### src/logic/pirc_map.vh
// Constants for the power-down isolation and refresh controller
`ifndef PIRC_MAP_VH
`define PIRC_MAP_VH
// ****************************************************************
// Power mode control bit positions
// ****************************************************************
`define PIRC_PMC_SYS_SEL 7
`define PIRC_PMC_CLK_INT 6
`define PIRC_PMC_ISOLATE 5
// ****************************************************************
// Refresh interval register fields
// ****************************************************************
`define PIRC_RI_GEN_EN 7
`define PIRC_RI_MSB 6
`define PIRC_RI_OFFSET 8'h05
`define PIRC_RI_RESET 8'h00
`define PIRC_PMC_RESET 8'h00
// ****************************************************************
// Refresh per line codes and clock division
// ****************************************************************
`define PIRC_RPL_TWO 2'h3
`define PIRC_RPL_ONE 2'h1
`define PIRC_CHAR_DIV 3'h7
// ****************************************************************
// Mode codes
// ****************************************************************
`define PIRC_MODE_NORMAL 3'h0
`define PIRC_MODE_SYSTEM 3'h1
`define PIRC_MODE_IDLE 3'h2
`define PIRC_MODE_GEN_EXT 3'h3
`define PIRC_MODE_GEN_INT 3'h4
`endif

### src/logic/pirc_char_div.v
// Divide-by-eight character clock enable generator
`timescale 1ns/1ns
`default_nettype none
`include "pirc_map.vh"
module pirc_char_div (
  // Clock and reset
  input wire clk,
  input wire rst_n,
  // Control
  input wire run,
  // Tick out, one cycle every eight
  output wire tick
);
  reg [2:0] phase;

  // Free-running phase, parked while not running
  always @(posedge clk or negedge rst_n) begin
    if (!rst_n) begin
      phase <= 3'h0;
    end else if (!run) begin
      phase <= 3'h0;
    end else begin
      phase <= phase + 3'h1;
    end
  end

  assign tick = run && (phase == `PIRC_CHAR_DIV);
endmodule
`default_nettype wire

### src/logic/pirc_ctl.v
// Power-down isolation, sleep refresh timing and pin forcing
// Functional notes
// - Power-down low with the isolate bit set disconnects from the host bus in any mode.
// - While isolated all host outputs are released and host accesses are not answered.
// - Select code 11 gives two refreshes per line and code 01 gives one.
// - With general enable set, clock bit clear means external control, set means divide by 8.
// - System power-down releases data bus, ready, interrupt, 16-bit select and DRAM data.
// - In all four modes panel data, strobes, shift clocks and colour outputs are held low.
// - System mode: ROM, directions, DRAM OE, writes, address, palette high; pixel clock low.
// - Row and column strobes and panel select stay normal; the system-mode pins above are normal outside system mode.
// - General modes time refresh from the interval register, not display timing.
// - Both select bits clear gives display idle mode on power-down.
// - Display idle divides internal clocks by eight.
`timescale 1ns/1ns
`default_nettype none
`include "pirc_map.vh"
module pirc_ctl (
  // Clock and reset
  input wire clk,
  input wire rst_n,
  // Power manager and configuration
  input wire sleep_request_n,
  input wire [7:0] power_mode_control,
  input wire [7:0] sleep_refresh_interval,
  input wire [1:0] refresh_per_line_select,
  // Normal host-side values from the core
  input wire host_access,
  input wire [15:0] sd_out_core,
  input wire sd_oe_n_core,
  input wire iochrdy_core,
  input wire irq_core,
  input wire memcs16_core,
  input wire bios_rom_enable_core,
  input wire upper_byte_buffer_dir_core,
  input wire lower_byte_buffer_dir_core,
  // Normal memory-side values from the core
  input wire [1:0] dram_output_enable_core,
  input wire [3:0] write_strobe_core,
  input wire [8:0] dram_row_col_lines_core,
  input wire [15:0] dram_word_bus_core,
  input wire dram_word_bus_oe_n_core,
  input wire row_strobe_upper_core,
  input wire row_strobe_lower_core,
  input wire column_strobe_upper_core,
  input wire column_strobe_lower_core,
  input wire panel_select_core,
  // Normal panel and palette values from the core
  input wire [3:0] upper_panel_nibble_core,
  input wire [3:0] lower_panel_nibble_core,
  input wire [4:0] panel_strobes_core,
  input wire [1:0] palette_strobes_core,
  input wire pixel_clock_core,
  input wire [2:0] rgb_core,
  // Host interface pins
  output reg [15:0] sd_out,
  output reg sd_oe_n,
  output reg iochrdy,
  output reg iochrdy_oe_n,
  output reg irq,
  output reg irq_oe_n,
  output reg memcs16,
  output reg memcs16_oe_n,
  output reg bios_rom_enable,
  output reg bios_rom_enable_oe_n,
  output reg upper_byte_buffer_dir,
  output reg lower_byte_buffer_dir,
  output reg buffer_dir_oe_n,
  output wire host_accept,
  // Memory pins
  output reg dram_output_enable_upper,
  output reg dram_output_enable_lower,
  output reg [3:0] write_strobe,
  output reg [8:0] dram_row_col_lines,
  output reg [15:0] dram_word_bus,
  output reg dram_word_bus_oe_n,
  output reg row_strobe_upper,
  output reg row_strobe_lower,
  output reg column_strobe_upper,
  output reg column_strobe_lower,
  output reg panel_select_output,
  // Panel and palette pins
  output reg [3:0] upper_panel_nibble,
  output reg [3:0] lower_panel_nibble,
  output reg ac_drive_modulation,
  output reg vertical_start_strobe,
  output reg row_latch_strobe,
  output reg panel_shift_clock,
  output reg gray_weight_clock,
  output reg palette_read_strobe,
  output reg palette_write_strobe,
  output reg pixel_clock,
  output reg [2:0] rgb,
  // Status
  output reg [2:0] sleep_mode,
  output reg isolated,
  output wire clock_div8,
  output wire char_tick,
  output reg refresh_request,
  output reg refresh_pair
);
  // ****************************************************************
  // Mode decode
  // ****************************************************************
  reg [7:0] held_ri;
  reg [1:0] held_rpl;
  reg sleep_d;
  reg [7:0] char_count;
  reg refresh_second;
  wire sleeping;
  wire sys_mode;
  wire gen_mode;
  wire [7:0] interval_end;

  // Decodes mode from control bytes
  function [2:0] pirc_decode;
    input [7:0] pmc;
    input [7:0] ri;
    begin
      if (pmc[`PIRC_PMC_SYS_SEL]) begin
        pirc_decode = `PIRC_MODE_SYSTEM;
      end else if (ri[`PIRC_RI_GEN_EN]) begin
        pirc_decode = pmc[`PIRC_PMC_CLK_INT] ? `PIRC_MODE_GEN_INT : `PIRC_MODE_GEN_EXT;
      end else begin
        pirc_decode = `PIRC_MODE_IDLE;
      end
    end
  endfunction

  assign sleeping = (sleep_mode != `PIRC_MODE_NORMAL);
  assign sys_mode = (sleep_mode == `PIRC_MODE_SYSTEM);
  assign gen_mode = (sleep_mode == `PIRC_MODE_GEN_EXT) || (sleep_mode == `PIRC_MODE_GEN_INT);
  // idle and internal mode divide by eight
  assign clock_div8 = (sleep_mode == `PIRC_MODE_IDLE) || (sleep_mode == `PIRC_MODE_GEN_INT);
  // terminal count is interval plus five
  assign interval_end = {1'b0, held_ri[`PIRC_RI_MSB:0]} + `PIRC_RI_OFFSET;
  // no host access taken while isolated
  assign host_accept = host_access && !isolated;

  // sample mode bits at falling edge, hold till rise
  always @(posedge clk or negedge rst_n) begin
    if (!rst_n) begin
      sleep_d <= 1'b1;
      held_ri <= `PIRC_RI_RESET;
      held_rpl <= 2'h0;
      sleep_mode <= `PIRC_MODE_NORMAL;
      isolated <= 1'b0;
    end else begin
      sleep_d <= sleep_request_n;
      if (sleep_d && !sleep_request_n) begin
        held_ri <= sleep_refresh_interval;
        held_rpl <= refresh_per_line_select;
        sleep_mode <= pirc_decode(power_mode_control, sleep_refresh_interval);
        isolated <= power_mode_control[`PIRC_PMC_ISOLATE];
      end else if (sleep_request_n) begin
        // high input ends sleep and isolation
        sleep_mode <= `PIRC_MODE_NORMAL;
        isolated <= 1'b0;
      end
    end
  end

  // ****************************************************************
  // Sleep refresh timer
  // ****************************************************************
  pirc_char_div u_char_div (
    .clk(clk),
    .rst_n(rst_n),
    .run(gen_mode),
    .tick(char_tick)
  );

  // general modes time refresh from interval register
  always @(posedge clk or negedge rst_n) begin
    if (!rst_n) begin
      char_count <= 8'h00;
      refresh_request <= 1'b0;
      refresh_pair <= 1'b0;
      refresh_second <= 1'b0;
    end else begin
      refresh_request <= 1'b0;
      if (!gen_mode) begin
        char_count <= 8'h00;
        refresh_second <= 1'b0;
      end else if (refresh_second) begin
        // Second refresh one cycle after the first
        refresh_request <= 1'b1;
        refresh_second <= 1'b0;
      end else if (char_tick) begin
        if (char_count >= interval_end) begin
          char_count <= 8'h00;
          refresh_request <= 1'b1;
          // code 11 two refreshes, 01 one
          refresh_pair <= (held_rpl == `PIRC_RPL_TWO);
          refresh_second <= (held_rpl == `PIRC_RPL_TWO);
        end else begin
          char_count <= char_count + 8'h01;
        end
      end
    end
  end

  // ****************************************************************
  // Pin forcing, registered
  // ****************************************************************
  // Forced values registered so outputs stay glitch-free across mode changes
  always @(posedge clk or negedge rst_n) begin
    if (!rst_n) begin
      sd_out <= 16'h0000;
      sd_oe_n <= 1'b1;
      iochrdy <= 1'b1;
      iochrdy_oe_n <= 1'b1;
      irq <= 1'b0;
      irq_oe_n <= 1'b1;
      memcs16 <= 1'b1;
      memcs16_oe_n <= 1'b1;
      bios_rom_enable <= 1'b1;
      bios_rom_enable_oe_n <= 1'b1;
      upper_byte_buffer_dir <= 1'b1;
      lower_byte_buffer_dir <= 1'b1;
      buffer_dir_oe_n <= 1'b1;
      dram_output_enable_upper <= 1'b1;
      dram_output_enable_lower <= 1'b1;
      write_strobe <= 4'hf;
      dram_row_col_lines <= 9'h1ff;
      dram_word_bus <= 16'h0000;
      dram_word_bus_oe_n <= 1'b1;
      row_strobe_upper <= 1'b1;
      row_strobe_lower <= 1'b1;
      column_strobe_upper <= 1'b1;
      column_strobe_lower <= 1'b1;
      panel_select_output <= 1'b1;
      upper_panel_nibble <= 4'h0;
      lower_panel_nibble <= 4'h0;
      ac_drive_modulation <= 1'b0;
      vertical_start_strobe <= 1'b0;
      row_latch_strobe <= 1'b0;
      panel_shift_clock <= 1'b0;
      gray_weight_clock <= 1'b0;
      palette_read_strobe <= 1'b1;
      palette_write_strobe <= 1'b1;
      pixel_clock <= 1'b0;
      rgb <= 3'h0;
    end else begin
      sd_out <= sd_out_core;
      sd_oe_n <= sd_oe_n_core || sys_mode || isolated;
      iochrdy <= iochrdy_core;
      iochrdy_oe_n <= sys_mode || isolated;
      irq <= irq_core;
      irq_oe_n <= sys_mode || isolated;
      memcs16 <= memcs16_core;
      memcs16_oe_n <= sys_mode || isolated;
      dram_word_bus <= dram_word_bus_core;
      dram_word_bus_oe_n <= dram_word_bus_oe_n_core || sys_mode;
      // remaining host outputs released when isolated
      bios_rom_enable_oe_n <= isolated;
      buffer_dir_oe_n <= isolated;
      // system mode drives high, pixel clock low
      bios_rom_enable <= sys_mode || bios_rom_enable_core;
      upper_byte_buffer_dir <= sys_mode || upper_byte_buffer_dir_core;
      lower_byte_buffer_dir <= sys_mode || lower_byte_buffer_dir_core;
      dram_output_enable_upper <= sys_mode || dram_output_enable_core[1];
      dram_output_enable_lower <= sys_mode || dram_output_enable_core[0];
      write_strobe <= sys_mode ? 4'hf : write_strobe_core;
      dram_row_col_lines <= sys_mode ? 9'h1ff : dram_row_col_lines_core;
      palette_read_strobe <= sys_mode || palette_strobes_core[1];
      palette_write_strobe <= sys_mode || palette_strobes_core[0];
      pixel_clock <= !sys_mode && pixel_clock_core;
      // refresh strobes and panel select always pass
      row_strobe_upper <= row_strobe_upper_core;
      row_strobe_lower <= row_strobe_lower_core;
      column_strobe_upper <= column_strobe_upper_core;
      column_strobe_lower <= column_strobe_lower_core;
      panel_select_output <= panel_select_core;
      // panel and colour outputs low in all sleep modes
      upper_panel_nibble <= sleeping ? 4'h0 : upper_panel_nibble_core;
      lower_panel_nibble <= sleeping ? 4'h0 : lower_panel_nibble_core;
      ac_drive_modulation <= !sleeping && panel_strobes_core[4];
      vertical_start_strobe <= !sleeping && panel_strobes_core[3];
      row_latch_strobe <= !sleeping && panel_strobes_core[2];
      panel_shift_clock <= !sleeping && panel_strobes_core[1];
      gray_weight_clock <= !sleeping && panel_strobes_core[0];
      rgb <= sleeping ? 3'h0 : rgb_core;
    end
  end
endmodule
`default_nettype wire

### config.mk
export PLATFORM = sky130hd
export DESIGN_NAME = pirc_ctl
export DESIGN_NICKNAME = d
export VERILOG_FILES = /design/src/logic/pirc_char_div.v /design/src/logic/pirc_ctl.v
export VERILOG_INCLUDE_DIRS = /design/src /design/src/logic
export SDC_FILE = /design/constraint.sdc
export NUM_CORES = 1
export LEC_CHECK = 0
export ABC_CLOCK_PERIOD_IN_PS = 2500
export BUFFER_PORTS_ARGS = -buffer_cell sky130_fd_sc_hd__buf_4
export CORE_MARGIN = 2
export CORE_UTILIZATION = 45
export CTS_BUF_LIST = sky130_fd_sc_hd__clkbuf_8 sky130_fd_sc_hd__clkbuf_16
export CTS_CLUSTER_SIZE = 8
export DETAILED_ROUTE_END_ITERATION = 6
export HOLD_SLACK_MARGIN = 0.15
export PLACE_DENSITY_LB_ADDON = 0.05
export SETUP_SLACK_MARGIN = 0.3
export SYNTH_ARGS = -nofsm -noshare
export SYNTH_HDL_FRONTEND = slang
export SYNTH_SLANG_ARGS = --single-unit
### constraint.sdc
create_clock -name clk -period 2.5 [get_ports clk]
set_clock_uncertainty 0.1 [all_clocks]
set_input_delay 0.375 -clock clk [delete_from_list [all_inputs] [get_ports clk]]
set_output_delay 0.375 -clock clk [all_outputs]
set_load 0.05 [all_outputs]
# == Word-level counts from Yosys, hierarchy flattened ==
# Cells that the tools add are included.
# op_classes
add_sub_neg,3
order_cmp,1
n_eq_ne,8
n_mux,25
n_bitwise,1
n_reduce_logical,30
# op_table
cell,n
2-to-1 mux 8 bit,4
2-to-1 mux 3 bit,7
logical OR 1 bit,13
2-to-1 mux 4 bit,3
2-to-1 mux 1 bit,10
logical AND 1 bit,9
2-to-1 mux 9 bit,1
adder 7 x 3 -> 8 bit (second input constant),1
adder 8 x 1 -> 8 bit (second input constant),1
>= comparator 8 bit,1
equality test 3 x 2 -> 1 bit (second input constant),2
equality test 3 bit (second input constant),2
logical NOT 1 bit,4
!= test 2 bit (second input constant),2
AND reduction 4 bit,1
adder 3 x 1 -> 3 bit (second input constant),1
equality test 3 x 1 -> 1 bit (second input constant),1
nonzero test 3 bit,1
equality test 2 bit (second input constant),1
AND reduction 2 bit,1
nonzero test 2 bit,1
inverter 1 bit,1
# word_totals
regBits,109
input_bits,101
output_inout_bits,93
elab_cells,110

# == Depth between registers and ports, before layout ==
# logic_depth
word_depth,6
mapped_depth,9
mapped_depth_nobuf,9

# == Hierarchy ==
# From an unflattened synthesis, not the netlist that was laid out.
# unflattened
hier_cells,283
hier_area_um2,3907.5
# modules_own_cells
module,n_inst,cells_per_inst,area_per_inst_um2,seq_area_each_um2
pirc_ctl,1,274,3779.9,2692.6
pirc_char_div,1,9,127.6,75.1

# == Least setup slack after synthesis ==
# No wires, ideal clock.
# synth_timing
path_type,register to register
startpoint,register held_ri[0]
endpoint,register refresh_pair
setup_time_ps,118
arrival_ps,2049
required_time_ps,2282
path_slack_ps,233
path_stages_with_launch,10
n_path_buf,1
period_less_slack_ps,2267
cell_sequence,dfrtp_1 ha_1 o21ai_0 xor2_1 ha_1 nand2_1 o21a_1 clkbuf_1 a211o_1 a21o_1
# synth_between
elab_chain_cells,3
# synth_rtl
element,line_no,rtl
start: declaration,pirc_ctl.v:104,reg [7:0] held_ri;
start signal: assignment,pirc_ctl.v:143,held_ri <= `PIRC_RI_RESET;
start signal: assignment,pirc_ctl.v:150,held_ri <= sleep_refresh_interval;
adder 7 x 3 -> 8 bit (no source line),n/a,
>= comparator 8 bit,pirc_ctl.v:189,if (char_count >= interval_end) begin
AND reduction 4 bit (no source line),n/a,
end signal: assignment,pirc_ctl.v:193,refresh_pair <= (held_rpl == `PIRC_RPL_TWO);
end: declaration,pirc_ctl.v:99,output reg refresh_pair
# Every way passes these cells.
# A chain may end at the register's enable or synchronous reset.

# == Final worst setup path ==
# layout_timing
startpoint,register held_ri[1]
endpoint,register refresh_pair
# Same word-level chain as after synthesis.

==> results.py <==
metrics = {
    "outcome": {
        "status": "finished, final reports clean",
    },
    "worst_setup_path": {
        "worstReg2RegStart": "held_ri[1]",
        "worst_setup_path_end_kind": "flop",
        "crit_buf_inv": 1,
        "reg2reg_depth": 9,
        "max_stage_delay_ns": 0.42,
        "regToRegSetupSlack_ns": 0.13,
        "crit-reg2reg-capture": "refresh_pair",
        "crit_path_max_fanout": 8,
        "crit_arrival_ns": 2.53,
        "cp_slowest_cell": "dfrtp_1",
        "crit_family": "compound AO/OA/AOI/OAI gates",
        "worst_setup_path_start_kind": "flop",
        "critPathKind": "reg -> reg",
        "cp_cell_sequence": "buf_6 > ha_4 > o21ai_0 > xor2_1 > ha_1 > nand4_1 > a31o_4 > a211o_1 > a21o_1",
        "cp.required_ns": 2.66,
    },
    "synth": {
        "syn_avg_cell_area_sq_um": 13.7,
        "synth_edf_count": 0,
        "synth.most_common_cell": "dfrtp_1",
        "synthArstFlopShare": 1.00,
        "ys_ff_latch": 109,
        "synth_cell_types": 41,
        "synth_ff_type": "dfrtp_1",
        "yosys-top-cells-area": "dfrtp_1 49%, dfstp_2 21%, ha_1 3.8%",
        "ys_top_cells_by_count": "77 x dfrtp_1, 32 x dfstp_2, 23 x or2_2",
        "synth.top_cell.area_share": 0.489,
        "synth_top_cell_by_area": "dfrtp_1",
        "synth_nets": 401,
        "ys_seq_area_frac": 0.703,
        "syn_inst": 288,
        "synth_area_sq_um": 3940,
        "synth_warnings": 0,
    },
    "layout": {
        "post-route-util": 0.795,
        "area_growth_pct": 73.4,
        "layout-drive-gt1-share": 0.520,
        "nNetsFinal": 697,
        "num_antenna_cells": 0,
        "fin_cells": 697,
        "final_area_sq_um": 6830,
        "fill_cells": 508,
    },
    "power": {
        "powerDensity_nw_per_um2": 616,
        "p_leak_nw": 3.22,
        "seqPwrFrac": 0.468,
        "p_comb_frac": 0.250,
        "p_int_mw": 2.90,
        "power_switching_mw": 1.31,
        "swShare": 0.311,
        "clkPwrFrac": 0.282,
        "p_total_mw": 4.21,
        "vdd_drop_max_mv": 0.362,
    },
    "min_path": {
        "hold_depth": 3,
        "hold_start": "power_mode_control[7]",
        "hp-class": "in -> reg",
        "min_to": "sleep_mode[2]",
    },
    "routing": {
        "avgRoutedWirePerCell_microns": 15.7,
        "num_vias": 3284,
        "drt-vias-per-instance": 4.71,
        "postRouteAntennaNets": 0,
        "firstDrtPassIters": 4,
        "routed_wl_microns": 10900,
        "drc": 0,
        "drtIter0Drc": 53,
    },
    "clocking": {
        "ctsHtreeMaxLevel": 3,
        "cts-root-buf": "clkbuf_8",
        "cts_num_sinks": 109,
        "cts_made_buffers": 9,
        "clk_pin_slew_ns": 0.11,
        "clk_latency_ns": 0.36,
        "cts_tree": "done",
        "cts.path.max_buffers": 2,
    },
    "placed_design": {
        "placed_area_sq_um": 5530,
        "port_buffers": 188,
        "dp_slack_ns": 0.134,
        "hpwl_microns": 6540,
        "placedCellCount": 583,
        "gp_congestion": 0.733,
    },
    "die": {
        "coreArea_sq_um": 8590,
        "start_util": 0.458,
        "fp.dieW_microns": 97.5,
        "io_pins": 194,
        "die_h_microns": 97.5,
        "num_rows": 34,
        "die-area_sq_um": 9510,
    },
    "grt": {
        "track_usage": 0.230,
        "grt_max_degree": 40,
        "grt_pass1_wl_microns": 17200,
        "gr-total-overflow": 0,
        "antenna_found_initial": 0,
        "grt_pass1_vias": 3476,
    },
    "timing": {
        "tightest_slew_ns": 0.365,
        "tns_ns": 0,
        "relSlewSlack": 0.757,
        "drv_slew": 0,
        "fin_crit_sh": 0.947,
        "finalSetupViolCount": 0,
        "hold_viol_final": 0,
        "worst_slack_ns": 0.133,
        "finalCriticalPeriod_ns": 2.37,
        "rsz0062_at_grt": "yes",
        "fmaxAchievable_mhz": 423,
        "holdWs_ns": 0.193,
    },
    "flow_run": {
        "maxCapViolations": 0,
    },
}
## worst max-delay path by stage
stage / from / endpoint / slack (ns) / cells after the start
finish: held_ri[1] / refresh_pair / 0.13 / 9
global route: held_ri[1] / refresh_pair / 0.02 / 9
global placement: held_ri[1] / char_count[7] / 0.20 / 8
CTS: held_ri[2] / refresh_pair / 0.18 / 8
detailed placement: held_ri[0] / char_count[7] / 0.13 / 8
floorplan: held_ri[0] / refresh_pair / 0.28 / 9
## registers in the layout (all words and copies together), names as in the netlist, 4 cells and up
| signal | flops |
|---|---|
| char_count | 8 |
| dram_row_col_lines | 9 |
| dram_word_bus | 16 |
| held_ri | 7 |
| lower_panel_nibble | 4 |
| sd_out | 16 |
| upper_panel_nibble | 4 |
| write_strobe | 4 |
## layout by cell type (no fill, tap or decap), types with 3 or more instances in the layout
cell           Yosys  routed
a21oi_1           11       8
a31oi_1            4       3
and2_1            16      16
buf_4              3     204
clkbuf_8           0       9
dfrtp_1           77      76
dfstp_2           32      32
dlygate4sd3_1      0      90
ha_1              12      10
inv_1              8       6
inv_6              0       4
mux2_2             8       8
nand2_1           16      16
nand3_1            4       4
nand4_1            6       6
nor2_1             9       8
nor2b_1            8       7
nor3_1             4       4
o21ai_0            5       3
or2_2             23      23
xnor2_1            3       3
xor2_1             4       4
## per-layer routing
metal,up-vias,GRT usage,part of all wire
li1,1550,-,-
met1,1601,0.250,0.36
met2,114,0.415,0.55
met3,19,0.0791,0.071
met4,0,0.0833,0.021
met5,-,0,0
## kinds of logic after synthesis
group,Yosys count,synth area share
flops,109,0.703
simple gates,98,0.140
compound gates,32,0.0524
buf+inv,20,0.0229
fa+ha+maj,12,0.0381
mux,10,0.0280
xor+xnor,7,0.0156
## power groups by stage
stage	logic (mW)	clock network, mW	registers [mW]
2_1_floorplan	0.187	0	2.32
3_3_place_gp	0.866	0	1.99
3_5_place_dp	0.877	0	1.99
4_1_cts	0.997	1.21	1.96
5_1_grt	1.11	1.30	1.98
6_report	1.05	1.19	1.97
## tightest hold or removal path: cells and delay by family
| kind | cells | cell delay, ns |
|---|---|---|
| AOI/OAI and AO/OA | 1 | 0.06 |
| buffers and inverters | 1 | 0.09 |
| and+or+nand+nor | 1 | 0.10 |
## what timing repair did
action / 4_1_cts / 5_1_grt
setup endpoints to repair: 10 / 12
gates resized for setup: 4 / 18
pin swaps: 3 / 21
endpoints found under the hold margin: 127 / 0
hold buffers: 90 / 0
setup buffers: 1 / 7
## area by class of cell
cell class | instances | area (sq um) | share of cell area
Sequential cell | 109 | 2770 | 0.406
Clock buffer | 10 | 149 | 0.0218
Inverter | 8 | 30.0 | 0.00440
Multi-Input combinational cell | 159 | 1190 | 0.174
Tap cell | 108 | 135 | 0.0198
Clock inverter | 6 | 81.3 | 0.0119
Timing Repair Buffer | 297 | 2470 | 0.362
Note: power is estimated with default switching activity, not from simulation.
